$ cat src/include/usb_ls_defines.vh
`ifndef USB_LS_DEFINES_VH
`define USB_LS_DEFINES_VH

// timing
`define CLK_MHZ 100
`define CLK_KHZ 100000
`define BIT_KHZ 1500
`define BIT_CYC ((`CLK_KHZ + `BIT_KHZ - 1) / `BIT_KHZ)
`define BIT_HALF (`BIT_CYC / 2)
`define EOP_REJECT_NS 330
`define EOP_MIN_CYC ((`EOP_REJECT_NS * `CLK_MHZ + 999) / 1000)
`define BUS_RST_NS 2500
`define BUS_RST_CYC ((`BUS_RST_NS * `CLK_MHZ + 999) / 1000)
`define DIV_STEP 3
`define DIV_MOD 200

// packet ids and framing
`define PID_IN 4'h9
`define PID_OUT 4'h1
`define PID_SETUP 4'hD
`define PID_DATA0 4'h3
`define PID_DATA1 4'hB
`define PID_ACK 4'h2
`define PID_NAK 4'hA
`define PID_STALL 4'hE
`define SYNC_BYTE 8'h80
`define EP_MAX 4'h2
`define TOKEN_BITS 7'h18
`define MAX_PKT_BITS 7'h58

// crc
`define CRC5_POLY 5'h05
`define CRC5_RESIDUE 5'h0C
`define CRC16_POLY 16'h8005
`define CRC16_RESIDUE 16'h800D

// register map
`define REG_BUS_ID 3'h0
`define REG_CTRL1 3'h1
`define REG_IRQ0 3'h2
`define REG_TOKEN 3'h3
`define REG_RX_DATA 3'h4
`define REG_TX_PID 3'h5
`define REG_TX_DATA 3'h6

// usb_irq_reg_zero bits
`define IRQ_BUS_RST 0
`define IRQ_PKT_END 1
`define IRQ_TOKEN 2
`define IRQ_RX_DATA 3
`define IRQ_CRC_ERR 4
`define IRQ_STUFF_ERR 5
`define IRQ_TIMEOUT 6
`define IRQ_LOW_POWER 7
`define IRQ_FLAG_MASK 7'h7F

// usb_control_reg_one bits
`define CTRL_WAKE 0

`endif

$ cat src/rtl/usb_ls_link.v
// The register offsets and strobed register access were left to the implementer.
`timescale 1ns/1ps
`include "usb_ls_defines.vh"
module usb_ls_link (
  input wire clk_sys_i,
  input wire rst_i,
  input wire [2:0] addr_i,
  input wire [7:0] wr_data_i,
  input wire wr_i,
  input wire rd_i,
  output reg [7:0] rd_data_o,
  input wire dp_i,
  input wire dm_i,
  output reg dp_o,
  output reg dm_o,
  output reg line_oe_n_o,
  output reg suspend_o,
  output reg bus_reset_o
);

  localparam R_IDLE = 2'h0;
  localparam R_SYNC = 2'h1;
  localparam R_PKT = 2'h2;
  localparam T_IDLE = 3'h0;
  localparam T_SYNC = 3'h1;
  localparam T_PID = 3'h2;
  localparam T_DATA = 3'h3;
  localparam T_CRC = 3'h4;
  localparam T_SE0 = 3'h5;
  localparam T_J = 3'h6;

  // data packet id test, used by receive and transmit paths
  function is_data_pid;
    input [3:0] pid;
    begin
      is_data_pid = (pid == `PID_DATA0) || (pid == `PID_DATA1);
    end
  endfunction

  function is_token_pid;
    input [3:0] pid;
    begin
      is_token_pid = (pid == `PID_IN) || (pid == `PID_OUT) || (pid == `PID_SETUP);
    end
  endfunction

  // line state; J reads as dm high with dp low
  wire se0 = ~dp_i & ~dm_i;
  wire lvl_j = dm_i & ~dp_i;
  wire lvl = dm_i;
  wire soft_rst = rst_i | bus_reset_o;

  reg [8:0] se0_cnt_ff;
  reg se0_d_ff;
  reg lvl_d_ff;
  reg [6:0] ph_ff;
  reg [1:0] r_state_ff;
  reg prev_lvl_ff;
  reg [2:0] r_ones_ff;
  reg [6:0] nbits_ff;
  reg [7:0] sr_ff;
  reg [15:0] tok_ff;
  reg [3:0] pid_ff;
  reg [7:0] q1_ff;
  reg [7:0] q2_ff;
  reg [1:0] qn_ff;
  reg tok_match_ff;
  reg [7:0] rx_data_ff;
  reg [3:0] tok_pid_ff;
  reg [1:0] tok_ep_ff;
  reg set_tok_ff, set_data_ff, set_crc_ff, set_stuff_ff, set_tout_ff;
  reg [6:0] bus_id_ff;
  reg wake_ff;
  reg [6:0] flags_ff;
  reg busrst_d_ff;
  reg [3:0] tx_pid_ff;
  reg [7:0] hold_ff;
  reg hold_full_ff;
  reg [2:0] t_state_ff;
  reg [7:0] tx_sr_ff;
  reg [3:0] tx_cnt_ff;
  reg [2:0] tx_ones_ff;
  reg tx_lvl_ff;

  // end of packet: SE0 long enough, not a reset, and ended by J
  wire se0_end = se0_d_ff & ~se0;
  wire eop_ok = se0_end & lvl_j & (se0_cnt_ff >= `EOP_MIN_CYC) & (se0_cnt_ff < `BUS_RST_CYC);
  wire sample = (ph_ff == `BIT_HALF) & ~se0;
  wire r_bit = (lvl == prev_lvl_ff);
  wire unstuff = (r_ones_ff == 3'h6);
  wire tx_busy = (t_state_ff != T_IDLE);
  wire rx_take = (r_state_ff == R_PKT) & sample & ~unstuff;
  wire [6:0] tok_addr = tok_ff[6:0];
  wire [3:0] tok_ep = tok_ff[10:7];

  // crc engines; crc16 is shared by receive and transmit, crc5 is receive only
  wire [4:0] crc5_val;
  wire [15:0] crc16_val;
  wire bit_en;
  wire tx_start = wr_i & (addr_i == `REG_TX_PID) & ~tx_busy & ~wake_ff;
  wire rx_crc_init = (r_state_ff == R_SYNC);
  wire stuff_now = (tx_ones_ff == 3'h6);
  reg cur_bit;
  wire send_bit = stuff_now ? 1'b0 : cur_bit;
  wire tx_crc_en = bit_en & (t_state_ff == T_DATA) & ~stuff_now;
  wire c16_init = tx_start | (~tx_busy & rx_crc_init); // tx_start only exists while idle, so seed it directly
  wire c16_en = tx_busy ? tx_crc_en : (rx_take & (nbits_ff >= 7'h08) & is_data_pid(pid_ff));
  wire c16_din = tx_busy ? send_bit : r_bit;

  serial_crc #(.WIDTH(5), .POLY(`CRC5_POLY)) u_crc5 (
    .clk_sys_i(clk_sys_i),
    .rst_i(soft_rst),
    .init_i(rx_crc_init),
    .en_i(rx_take & (nbits_ff >= 7'h08) & (nbits_ff < `TOKEN_BITS)),
    .din_i(r_bit),
    .crc_o(crc5_val)
  );

  serial_crc #(.WIDTH(16), .POLY(`CRC16_POLY)) u_crc16 (
    .clk_sys_i(clk_sys_i),
    .rst_i(soft_rst),
    .init_i(c16_init),
    .en_i(c16_en),
    .din_i(c16_din),
    .crc_o(crc16_val)
  );

  bit_clock_div #(.STEP(`DIV_STEP), .MODULUS(`DIV_MOD)) u_div (
    .clk_sys_i(clk_sys_i),
    .rst_i(soft_rst),
    .clr_i(tx_start),
    .bit_en_o(bit_en)
  );

  // se0 length and bus reset; only the power-on reset clears this tracker
  always @(posedge clk_sys_i)
  begin
    if (rst_i)
    begin
      se0_cnt_ff <= 9'h000;
      se0_d_ff <= 1'b0;
      lvl_d_ff <= 1'b1;
      bus_reset_o <= 1'b0;
      busrst_d_ff <= 1'b0;
    end
    else
    begin
      se0_d_ff <= se0;
      lvl_d_ff <= lvl;
      busrst_d_ff <= bus_reset_o;
      if (!se0)
        se0_cnt_ff <= 9'h000;
      else if (se0_cnt_ff != 9'h1FF)
        se0_cnt_ff <= se0_cnt_ff + 9'h001;
      // 2.5 us threshold sits just below the 4..8 bit window and before 5.5 us
      if (se0 && se0_cnt_ff >= `BUS_RST_CYC - 1)
        bus_reset_o <= 1'b1;
      else if (!se0)
        bus_reset_o <= 1'b0;
    end
  end

  // receive bit phase, resynchronised on every data edge
  always @(posedge clk_sys_i)
  begin
    if (soft_rst || se0 || lvl != lvl_d_ff)
      ph_ff <= 7'h00;
    else if (ph_ff == `BIT_CYC - 1)
      ph_ff <= 7'h00;
    else
      ph_ff <= ph_ff + 7'h01;
  end

  // receive state machine
  always @(posedge clk_sys_i)
  begin
    if (soft_rst)
    begin
      r_state_ff <= R_IDLE;
      prev_lvl_ff <= 1'b1;
      r_ones_ff <= 3'h0;
      nbits_ff <= 7'h00;
      sr_ff <= 8'h00;
      tok_ff <= 16'h0000;
      pid_ff <= 4'h0;
      q1_ff <= 8'h00;
      q2_ff <= 8'h00;
      qn_ff <= 2'h0;
      tok_match_ff <= 1'b0;
      rx_data_ff <= 8'h00;
      tok_pid_ff <= 4'h0;
      tok_ep_ff <= 2'h0;
      set_tok_ff <= 1'b0;
      set_data_ff <= 1'b0;
      set_crc_ff <= 1'b0;
      set_stuff_ff <= 1'b0;
      set_tout_ff <= 1'b0;
    end
    else
    begin
      set_tok_ff <= 1'b0;
      set_data_ff <= 1'b0;
      set_crc_ff <= 1'b0;
      set_stuff_ff <= 1'b0;
      set_tout_ff <= 1'b0;
      if (sample)
        prev_lvl_ff <= lvl;
      case (r_state_ff)
        R_IDLE:
        begin
          // packet starts on the J to K move while we are not talking
          if (!tx_busy && lvl_d_ff && !lvl && !se0)
          begin
            r_state_ff <= R_SYNC;
            prev_lvl_ff <= 1'b1;
            nbits_ff <= 7'h00;
          end
        end
        R_SYNC:
        begin
          if (sample)
          begin
            sr_ff <= {r_bit, sr_ff[7:1]};
            nbits_ff <= nbits_ff + 7'h01;
            if (nbits_ff == 7'h07)
            begin
              nbits_ff <= 7'h00;
              r_ones_ff <= r_bit ? 3'h1 : 3'h0;
              r_state_ff <= ({r_bit, sr_ff[7:1]} == `SYNC_BYTE) ? R_PKT : R_IDLE;
            end
          end
          else if (se0)
            r_state_ff <= R_IDLE;
        end
        R_PKT:
        begin
          if (sample && unstuff)
          begin
            r_ones_ff <= 3'h0;
            if (r_bit)
            begin
              set_stuff_ff <= 1'b1;
              r_state_ff <= R_IDLE;
            end
          end
          else if (rx_take)
          begin
            r_ones_ff <= r_bit ? r_ones_ff + 3'h1 : 3'h0;
            nbits_ff <= nbits_ff + 7'h01;
            sr_ff <= {r_bit, sr_ff[7:1]};
            if (nbits_ff >= 7'h08)
              tok_ff <= {r_bit, tok_ff[15:1]};
            if (nbits_ff == 7'h07)
            begin
              pid_ff <= r_bit ? sr_ff[4:1] : sr_ff[4:1];
              // complement check on the packet id byte
              if ({r_bit, sr_ff[7:5]} != ~sr_ff[4:1])
              begin
                set_crc_ff <= 1'b1;
                r_state_ff <= R_IDLE;
              end
            end
            // byte boundary in a data packet: keep two bytes back as crc
            if (nbits_ff[2:0] == 3'h7 && nbits_ff > 7'h07 && is_data_pid(pid_ff))
            begin
              q1_ff <= {r_bit, sr_ff[7:1]};
              q2_ff <= q1_ff;
              if (qn_ff == 2'h2)
              begin
                if (tok_match_ff)
                begin
                  rx_data_ff <= q2_ff;
                  set_data_ff <= 1'b1;
                end
              end
              else
                qn_ff <= qn_ff + 2'h1;
            end
            if (nbits_ff >= `MAX_PKT_BITS)
            begin
              set_tout_ff <= 1'b1;
              r_state_ff <= R_IDLE;
            end
          end
          else if (se0_end)
          begin
            r_state_ff <= R_IDLE;
            qn_ff <= 2'h0;
            if (eop_ok && is_token_pid(pid_ff))
            begin
              if (nbits_ff != `TOKEN_BITS || crc5_val != `CRC5_RESIDUE)
                set_crc_ff <= 1'b1;
              else if (tok_addr == bus_id_ff && tok_ep <= `EP_MAX)
              begin
                tok_match_ff <= 1'b1;
                tok_pid_ff <= pid_ff;
                tok_ep_ff <= tok_ep[1:0];
                set_tok_ff <= 1'b1;
              end
              else
                tok_match_ff <= 1'b0;
            end
            else if (eop_ok && is_data_pid(pid_ff) && tok_match_ff)
            begin
              if (nbits_ff[2:0] != 3'h0 || nbits_ff < 7'h18 || crc16_val != `CRC16_RESIDUE)
                set_crc_ff <= 1'b1;
            end
            else if (eop_ok && nbits_ff == 7'h08 && tok_match_ff)
            begin
              tok_pid_ff <= pid_ff;
              set_tok_ff <= 1'b1;
            end
            else if (!eop_ok)
              set_tout_ff <= 1'b1;
          end
        end
        default: r_state_ff <= R_IDLE;
      endcase
    end
  end

  // next transmit bit, LSB first; crc goes out inverted, MSB first
  always @*
  begin
    if (t_state_ff == T_CRC)
      cur_bit = ~crc16_val[4'hF - tx_cnt_ff];
    else
      cur_bit = tx_sr_ff[0];
  end

  // transmit state machine and line drivers
  always @(posedge clk_sys_i)
  begin
    if (soft_rst)
    begin
      t_state_ff <= T_IDLE;
      tx_sr_ff <= 8'h00;
      tx_cnt_ff <= 4'h0;
      tx_ones_ff <= 3'h0;
      tx_lvl_ff <= 1'b1;
      dp_o <= 1'b0;
      dm_o <= 1'b0;
      line_oe_n_o <= 1'b1;
    end
    else
    begin
      case (t_state_ff)
        T_IDLE:
        begin
          tx_ones_ff <= 3'h0;
          tx_cnt_ff <= 4'h0;
          tx_lvl_ff <= 1'b1;
          if (tx_start)
          begin
            t_state_ff <= T_SYNC;
            tx_sr_ff <= `SYNC_BYTE;
            dp_o <= 1'b0;
            dm_o <= 1'b1;
            line_oe_n_o <= 1'b0;
          end
          else if (wake_ff)
          begin
            // firmware alone times the wake pulse
            dp_o <= 1'b1;
            dm_o <= 1'b0;
            line_oe_n_o <= 1'b0;
          end
          else
          begin
            dp_o <= 1'b0;
            dm_o <= 1'b0;
            line_oe_n_o <= 1'b1;
          end
        end
        T_SYNC, T_PID, T_DATA, T_CRC:
        begin
          if (bit_en)
          begin
            tx_lvl_ff <= send_bit ? tx_lvl_ff : ~tx_lvl_ff;
            dp_o <= send_bit ? ~tx_lvl_ff : tx_lvl_ff;
            dm_o <= send_bit ? tx_lvl_ff : ~tx_lvl_ff;
            tx_ones_ff <= send_bit ? tx_ones_ff + 3'h1 : 3'h0;
            if (!stuff_now)
            begin
              tx_sr_ff <= {1'b0, tx_sr_ff[7:1]};
              tx_cnt_ff <= tx_cnt_ff + 4'h1;
              if (t_state_ff != T_CRC && tx_cnt_ff == 4'h7)
              begin
                tx_cnt_ff <= 4'h0;
                if (t_state_ff == T_SYNC)
                begin
                  t_state_ff <= T_PID;
                  tx_sr_ff <= {~tx_pid_ff, tx_pid_ff};
                end
                else if (!is_data_pid(tx_pid_ff))
                  t_state_ff <= T_SE0;
                else if (hold_full_ff)
                begin
                  t_state_ff <= T_DATA;
                  tx_sr_ff <= hold_ff;
                end
                else
                  t_state_ff <= T_CRC;
              end
              else if (t_state_ff == T_CRC && tx_cnt_ff == 4'hF)
              begin
                tx_cnt_ff <= 4'h0;
                t_state_ff <= T_SE0;
              end
            end
          end
        end
        T_SE0:
        begin
          if (bit_en && stuff_now)
          begin
            // a trailing run of six ones still needs its stuffed zero
            tx_lvl_ff <= ~tx_lvl_ff;
            dp_o <= tx_lvl_ff;
            dm_o <= ~tx_lvl_ff;
            tx_ones_ff <= 3'h0;
          end
          else if (bit_en)
          begin
            dp_o <= 1'b0;
            dm_o <= 1'b0;
            tx_cnt_ff <= tx_cnt_ff + 4'h1;
            if (tx_cnt_ff == 4'h1)
            begin
              tx_cnt_ff <= 4'h0;
              t_state_ff <= T_J;
            end
          end
        end
        T_J:
        begin
          if (bit_en && tx_cnt_ff == 4'h0)
          begin
            dp_o <= 1'b0;
            dm_o <= 1'b1;
            tx_cnt_ff <= 4'h1;
          end
          else if (bit_en)
          begin
            line_oe_n_o <= 1'b1;
            dp_o <= 1'b0;
            dm_o <= 1'b0;
            t_state_ff <= T_IDLE;
          end
        end
        default: t_state_ff <= T_IDLE;
      endcase
    end
  end

  wire wr_irq = wr_i & (addr_i == `REG_IRQ0);
  wire tx_take = (t_state_ff == T_PID || t_state_ff == T_DATA) & bit_en & ~stuff_now
    & (tx_cnt_ff == 4'h7) & is_data_pid(tx_pid_ff) & hold_full_ff;
  wire [6:0] flag_set = {set_tout_ff, set_stuff_ff, set_crc_ff, set_data_ff, set_tok_ff, eop_ok,
    bus_reset_o == 1'b0 && busrst_d_ff == 1'b1};

  // software registers; a bus reset clears address and wakes the device
  always @(posedge clk_sys_i)
  begin
    if (soft_rst)
    begin
      bus_id_ff <= 7'h00;
      wake_ff <= 1'b0;
      suspend_o <= 1'b0;
      tx_pid_ff <= 4'h0;
      hold_ff <= 8'h00;
      hold_full_ff <= 1'b0;
    end
    else
    begin
      if (wr_i && addr_i == `REG_BUS_ID)
        bus_id_ff <= wr_data_i[6:0];
      if (wr_i && addr_i == `REG_CTRL1)
        wake_ff <= wr_data_i[`CTRL_WAKE];
      if (wr_irq)
        suspend_o <= wr_data_i[`IRQ_LOW_POWER];
      if (tx_start)
        tx_pid_ff <= wr_data_i[3:0];
      if (wr_i && addr_i == `REG_TX_DATA)
      begin
        hold_ff <= wr_data_i;
        hold_full_ff <= 1'b1;
      end
      else if (tx_take)
        hold_full_ff <= 1'b0;
    end
  end

  // sticky flags survive the bus reset so its own flag can be seen; set wins over clear
  always @(posedge clk_sys_i)
  begin
    if (rst_i)
      flags_ff <= 7'h00;
    else
      flags_ff <= (flags_ff & ~(wr_irq ? wr_data_i[6:0] & `IRQ_FLAG_MASK : 7'h00)) | flag_set;
  end

  // read port: data stand only in the cycle after the strobe
  always @(posedge clk_sys_i)
  begin
    if (soft_rst || !rd_i)
      rd_data_o <= 8'h00;
    else
    begin
      case (addr_i)
        `REG_BUS_ID: rd_data_o <= {1'b0, bus_id_ff};
        `REG_CTRL1: rd_data_o <= {7'h00, wake_ff};
        `REG_IRQ0: rd_data_o <= {suspend_o, flags_ff};
        `REG_TOKEN: rd_data_o <= {2'h0, tok_ep_ff, tok_pid_ff};
        `REG_RX_DATA: rd_data_o <= rx_data_ff;
        `REG_TX_PID: rd_data_o <= {6'h00, ~hold_full_ff, tx_busy};
        default: rd_data_o <= 8'h00;
      endcase
    end
  end

endmodule // usb_ls_link

$ cat src/rtl/serial_crc.v
`timescale 1ns/1ps
// one-bit-per-step usb crc, register seeded with all ones
module serial_crc #(
  parameter WIDTH = 5,
  parameter [WIDTH-1:0] POLY = 5'h05
) (
  input wire clk_sys_i,
  input wire rst_i,
  input wire init_i,
  input wire en_i,
  input wire din_i,
  output reg [WIDTH-1:0] crc_o
);

  wire fb;

  assign fb = din_i ^ crc_o[WIDTH-1];

  // galois shift; init wins so a new packet never inherits stale state
  always @(posedge clk_sys_i)
  begin
    if (rst_i || init_i)
      crc_o <= {WIDTH{1'b1}};
    else if (en_i)
      crc_o <= {crc_o[WIDTH-2:0], 1'b0} ^ (fb ? POLY : {WIDTH{1'b0}});
  end

endmodule // serial_crc

$ cat src/rtl/bit_clock_div.v
`timescale 1ns/1ps
// fractional divider: one enable pulse per bit time
module bit_clock_div #(
  parameter STEP = 3,
  parameter MODULUS = 200
) (
  input wire clk_sys_i,
  input wire rst_i,
  input wire clr_i,
  output reg bit_en_o
);

  reg [15:0] acc_ff;
  wire [15:0] nxt_acc;

  assign nxt_acc = acc_ff + STEP[15:0];

  // phase accumulator keeps the long-run rate exact despite the odd ratio
  always @(posedge clk_sys_i)
  begin
    if (rst_i || clr_i)
    begin
      acc_ff <= 16'h0000;
      bit_en_o <= 1'b0;
    end
    else if (nxt_acc >= MODULUS[15:0])
    begin
      acc_ff <= nxt_acc - MODULUS[15:0];
      bit_en_o <= 1'b1;
    end
    else
    begin
      acc_ff <= nxt_acc;
      bit_en_o <= 1'b0;
    end
  end

endmodule // bit_clock_div

$ cat config.mk
export PLATFORM = sky130hd
export DESIGN_NAME = usb_ls_link
export DESIGN_NICKNAME = d
export VERILOG_FILES = /design/src/rtl/usb_ls_link.v /design/src/rtl/serial_crc.v /design/src/rtl/bit_clock_div.v
export VERILOG_INCLUDE_DIRS = /design/src /design/src/include
export SDC_FILE = /design/constraint.sdc
export NUM_CORES = 1
export LEC_CHECK = 0
export ABC_AREA = 1
export BUFFER_PORTS_ARGS = -buffer_cell sky130_fd_sc_hd__buf_2
export CELL_PAD_IN_SITES_DETAIL_PLACEMENT = 1
export CELL_PAD_IN_SITES_GLOBAL_PLACEMENT = 2
export CORE_MARGIN = 8
export CORE_UTILIZATION = 39
export CTS_CLUSTER_SIZE = 14
export DETAILED_ROUTE_END_ITERATION = 8
export PLACE_DENSITY = 0.87
export SYNTH_ARGS = -nofsm -noshare
export SYNTH_HDL_FRONTEND = slang
export SYNTH_SLANG_ARGS = --single-unit
$ cat constraint.sdc
create_clock -name clk_sys_i -period 5.3 [get_ports clk_sys_i]
set_clock_uncertainty 0.1 [all_clocks]
set_input_delay 0.53 -clock clk_sys_i [delete_from_list [all_inputs] [get_ports clk_sys_i]]
set_output_delay 0.53 -clock clk_sys_i [all_outputs]
set_load 0.1 [all_outputs]
# Yosys cells after proc, flatten, opt, wreduce, memory -nomap -nowiden
# Cells that the tools add are included.
[op_classes]
addsub = 10
mul = 0
div_mod_pow = 0
n_lt_le_gt_ge = 10
n_eq_ne = 71
shifts = 0
muxes = 136
bitwise = 53
n_reduce_logical = 79
[op_table]
columns = ["cell", "n"]
rows = [
  ["$mux 8", 10],
  ["$mux 3", 22],
  ["$mux 1", 54],
  ["$mux 4", 13],
  ["$pmux 8 s6", 1],
  ["$mux 7", 6],
  ["$mux 16", 2],
  ["$pmux 8 s2", 2],
  ["$mux 2", 15],
  ["$ne 2x2->1 const B", 14],
  ["$eq 3x3->1 const B", 9],
  ["$and 1x1->1", 24],
  ["$reduce_and 4->1", 6],
  ["$logic_and 1x1->1", 21],
  ["$pmux 7 s3", 1],
  ["$eq 4x4->1 const B", 5],
  ["$not 1->1", 18],
  ["$reduce_and 6->1", 3],
  ["$add 16x2->16 const B", 1],
  ["$ge 16x8->1 const B", 1],
  ["$ne 16x16->1 const B", 1],
  ["$pmux 4 s4", 1],
  ["$sub 16x8->16 const B", 1],
  ["$xor 16x16->16", 1],
  ["other kinds (73)", 127],
]
[totals]
register_bits = 196
latch_bits = 0
mem_bits_rw = 0
romBits = 0
wordCells = 404
mem_count = 0

# Depth between registers and ports, before layout
[depth]
depth_word = 14
mapped_depth = 16
ltp_nobuf = 16

# Hierarchy
# Synthesis repeated with hierarchy kept, for this count alone.
[unflattened]
cells_unflattened = 1407
area_unflattened_um2 = 9998.3
[by_module_without_submodules]
columns = ["module", "instances", "cells_each", "area_each_um2", "seq_area_each_um2"]
rows = [
  ["usb_ls_link", 1, 1078, 7666.1, 3143.0],
  ["bit_clock_div", 1, 219, 1395.1, 340.3],
  ["serial_crc (u_crc16)", 1, 81, 721.9, 320.3],
  ["serial_crc (u_crc5)", 1, 29, 215.2, 100.1],
]

# Worst setup path before layout
# OpenSTA, ideal clock, no wires.
[synth_path]
kind = "reg2reg"
from = "register bus_reset_o"
to = "register u_crc16.crc_o[10]"
arrival_ps = 1860
slack_ps = 3213
path_stages_with_launch = 8
n_path_buf = 1
period_less_slack_ps = 2087
cell_sequence = "dfxtp_1 nor2_1 clkinv_1 nor2_4 inv_2 a21oi_4 buf_4 o211ai_1"
[synth_between]
elab_chain_len = 2
[synth_lines]
columns = ["item", "line_no", "source"]
rows = [
  ["from (decl)", "usb_ls_link.v:18", "output reg bus_reset_o"],
  ["from (signal assigned)", "usb_ls_link.v:143", "bus_reset_o <= 1'b0;"],
  ["from (signal assigned)", "usb_ls_link.v:157", "bus_reset_o <= 1'b1;"],
  ["from (signal assigned)", "usb_ls_link.v:159", "bus_reset_o <= 1'b0;"],
  ["$or 1x1->1", "usb_ls_link.v:51", "wire soft_rst = rst_i | bus_reset_o;"],
  ["$logic_or 1x1->1", "serial_crc.v:22", "if (rst_i || init_i)"],
  ["to (signal assigned)", "serial_crc.v:23", "crc_o <= {WIDTH{1'b1}};"],
  ["to (signal assigned)", "serial_crc.v:25", "crc_o <= {crc_o[WIDTH-2:0], 1'b0} ^ (fb ? POLY : {WIDTH{1'b0}});"],
  ["to (decl)", "serial_crc.v:12", "output reg [WIDTH-1:0] crc_o"],
]
# Every way passes these cells.
# A chain may end at the register's enable or synchronous reset.

# Final worst setup path
[layout_path]
from = "register ph_ff[0]"
to = "register u_crc16.crc_o[2]"
[layout_between]
elab_chain_len = 7
[layout_lines]
columns = ["item", "line_no", "source"]
rows = [
  ["from (decl)", "usb_ls_link.v:56", "reg [6:0] ph_ff;"],
  ["from (signal assigned)", "usb_ls_link.v:171", "ph_ff <= ph_ff + 7'h01;"],
  ["$eq 7x6->1 (no source line)", "n/a", ""],
  ["$and 1x1->1", "usb_ls_link.v:88", "wire sample = (ph_ff == `BIT_HALF) & ~se0;"],
  ["$and 1x1->1 (2 in series)", "usb_ls_link.v:92", "wire rx_take = (r_state_ff == R_PKT) & sample & ~unstuff;"],
  ["$and 1x1->1 (2 in series)", "usb_ls_link.v:107", "wire c16_en = tx_busy ? tx_crc_en : (rx_take & (nbits_ff >= 7'h08) & is_data_pid(pid_ff));"],
  ["$mux 1", "usb_ls_link.v:107", ""],
]
# Every way passes these cells.

==> impl_results.md <==
- Leak pwr: 0.00460 uW
- Final period utilization: 0.607
- H-tree level count: 4
- Distinct cells, synth: 47
- Syn Inst Count: 1,371
- DR WL/cell: roughly 16 um
- Fraction of layout instances using a drive strength above 1: 0.0856
- Placer Congestion: 0.824
- DIE WIDTH: around 170 um
- Crit path from: ph_ff[0]
- Die footprint: about 30,000 um2
- Post-synth EDFFs: 0
- Synthesis warning total: 0
- Compound-Gate Fraction of Synth Area: 0.177
- CP max FO: 32
- Max-Cap Viols: 0
- Non-filler cells, final: 1,726
- Highest metal used: met4
- # hold bufs at CTS: 0
- GRT Overall Usage: 0.182
- Area after DPL: 10,100 um2
- Largest net degree at the start of global routing: 93
- Reg2reg end: u_crc16.crc_o[2]
- Core ar.: roughly 24,000 um2
- Post-Synth Simple-Gate Area: 0.287
- Crit-path cells: ha_1, nand4_1, nor2_2, nand3_4, nor2_4, nand3_1, nand2_1, o21ai_0, inv_1, nand2_1
- Crit Path Class: register to register
- Inserted Clock Buffers: 17
- Starting DRT DRC Count: 500
- Peak supply drop: between 0.15 and 0.2 mV
- Antenna cells: 0
- Status: completed
- Design area: between 10,000 and 15,000 um2
- Delay of the slowest critical-path stage: 0.74 ns
- Clock-pin slew on the worst setup and hold paths: about 0.090 ns
- CP Data Required Time: roughly 5.5 ns
- TritonCTS clock tree: done
- Worst setup SP type: register
- Avg Inst Size Synth: roughly 7 um2
- Worst-margin pin slew: around 1 ns
- CP endpoint kind: register
- Hold crit path type: input pin to register
- Worst setup margin: about 2.1 ns
- Fin. max-slew vios: 0
- Async SR Flop Fraction: 0
- Nets: 1,430
- Dpl hpwl: 20,200 um
- Setup TNS: 0 ns
- Setup bufs post-CTS: 0
- Final hold viol count: 0
- Initial antenna violation count: 0
- Adder-Cell Fraction of Synth Area: 0.0311
- Crit Reg-Reg Startpoint: ph_ff[0]
- Fill cells: roughly 3,100
- Yosys top cell by area: dfxtp_1
- Crit path top cell by count: nand2_1
- Fin crit period: 3.22 ns
- DRT Wirelength: 27,400 um
- Worst-Skew Late Latency: around 0.45 ns
- Post-synth top cells: nand2_1 (248), nor2_1 (199), dfxtp_1 (195)
- Top cell type's share of synthesized area: 0.405
- Multi-input logic area: 4900 um2
- Slew headroom: 0.344
- Met3 wire length: around 750 um
- # DRC: 0
- Root buffer cell: clkbuf_16
- Vias in the first global route: ~9,000
- R2R Setup Slk: 2.08 ns
- Syn nets: 1,412
- Yosys reg bits: roughly 200
- Area grow syn2layout: 10.8%
- Synth area leaders: dfxtp_1 (40%), nand2_1 (9.7%), nor2_1 (7.7%)
- Clock Sinks: 195
- Worst path slowest cell: nand2_1
- Site Rows: between 50 and 60
- Netlist Area Pre-Place: 9640 um2
- Io pins: 30
- Power density over the cells: 392 nW/um2
- Main combinational cell family by area after synthesis: simple AND/OR/NAND/NOR gates
- Pre-CTS setup slack: between 2 and 2.5 ns
- Mux contribution to synthesized area: 0
- First-pass GRT wire length: ~46,000 um
- Crit path arrival time: roughly 3.5 ns
- CTS Buffer Depth: 2
- Cells after DPL: 1,694
- TritonRoute pass-1 iters: 4
- DRT antenna net count: 0
- Met2 wire length: ~13,000 um
- Gr ovfl total: 0
- Vias post-DR: between 8,000 and 9,000
- Critical path endpoint: u_crc16.crc_o[2]
- Worst R2R Path Depth: 10
- Reg area: about 3900 um2
- Post-Synth XOR/XNOR Area: 0.0127
- Seq/Total Area, Yosys: 0.405
- Number of I/O port buffers: 29
- Final setup violation count: 0
- Via/cell ratio: about 5.2
- Starting Density: 0.397
- Post-CTS sizing: 0
- Fmax: roughly 310 MHz
- Main synth FF type: dfxtp_1
- Unrepaired setup endpoints after global routing: no
- Met1 Wirelength: 13,400 um
- Die height: between 150 and 200 um
- Top-count cell post-synth: nand2_1
report_power, final:
part           switching [uW]  internal [uW]  total (uW)
combinational             822            340        1160
clock                     692            651        1340
sequential                113           1580        1690
total                    1630           2570        4190
layer usage:
layer  vias to the layer above  global-route usage
met5                         -                   0
met4                         0              0.0492
met3                        27              0.0298
met2                       108               0.303
met1                      4313               0.242
li1                       4548                   -
final cells by class:
type	count	area share
clock buffer	17	0.0398
clock inverter	15	0.0184
inverter	181	0.0637
multi-input combinational	961	0.459
sequential	195	0.365
tap	324	0.0379
timing repair buffer	33	0.0164
stage by stage:
step	utilization	total power (uW)	hold WS, ns
after CTS	0.440	4250	0.204
final	0.440	4190	0.222
after global routing	0.440	4470	0.214
after floorplan	-	2580	0.306
after detailed placement	0.414	2880	0.329
after global placement	0.414	2860	0.322
worst max-delay path: cells and delay by family, from the launching register on:
kind	cells	cell delay, ns
simple gates	7	2.16
compound gates	1	0.17
flops	1	0.41
fa+ha+maj	1	0.17
buf+inv	1	0.08
logic make-up (layout without fill, tap and decap cells):
logic type | Yosys count | in the layout
compound gates | 301 | 301
simple gates | 622 | 622
fa+ha+maj | 24 | 24
xor+xnor | 14 | 14
flops | 195 | 195
buf+inv | 215 | 246
how the worst min path moves through the flow:
stage	start	end	depth (start not counted)
6_report	rd_i	rd_data_o[6]	3
4_1_cts	rd_i	rd_data_o[6]	3
3_5_place_dp	set_data_ff	flags_ff[3]	2
3_3_place_gp	set_data_ff	flags_ff[3]	2
2_1_floorplan	busrst_d_ff	flags_ff[0]	2
5_1_grt	rd_i	rd_data_o[6]	3
sequential cells by signal, indices dropped and copies added (netlist names), 8 cells and up:
signal / flops
rd_data_o: 8
rx_data_ff: 8
q1_ff: 8
q2_ff: 8
tok_ff: 16
hold_ff: 8
u_crc16.crc_o: 16
tx_sr_ff: 8
u_div.acc_ff: 16
se0_cnt_ff: 9
cells in the final DEF, fill, tap and decap left out, types with 8 or more instances in the layout:
cell and count:
dfxtp_1 195, nor2_1 198, o211ai_1 24, a21oi_1 106, clkbuf_16 17, buf_2 29, a31oi_1 8, inv_1 169
inv_2 9, nor2_4 8, nand3_1 75, o21ai_0 120, xor2_1 11, nand4_1 21, nor3_1 33, nand2_1 248
ha_1 24, a211oi_1 10
Note: power is estimated with default switching activity, not from simulation.
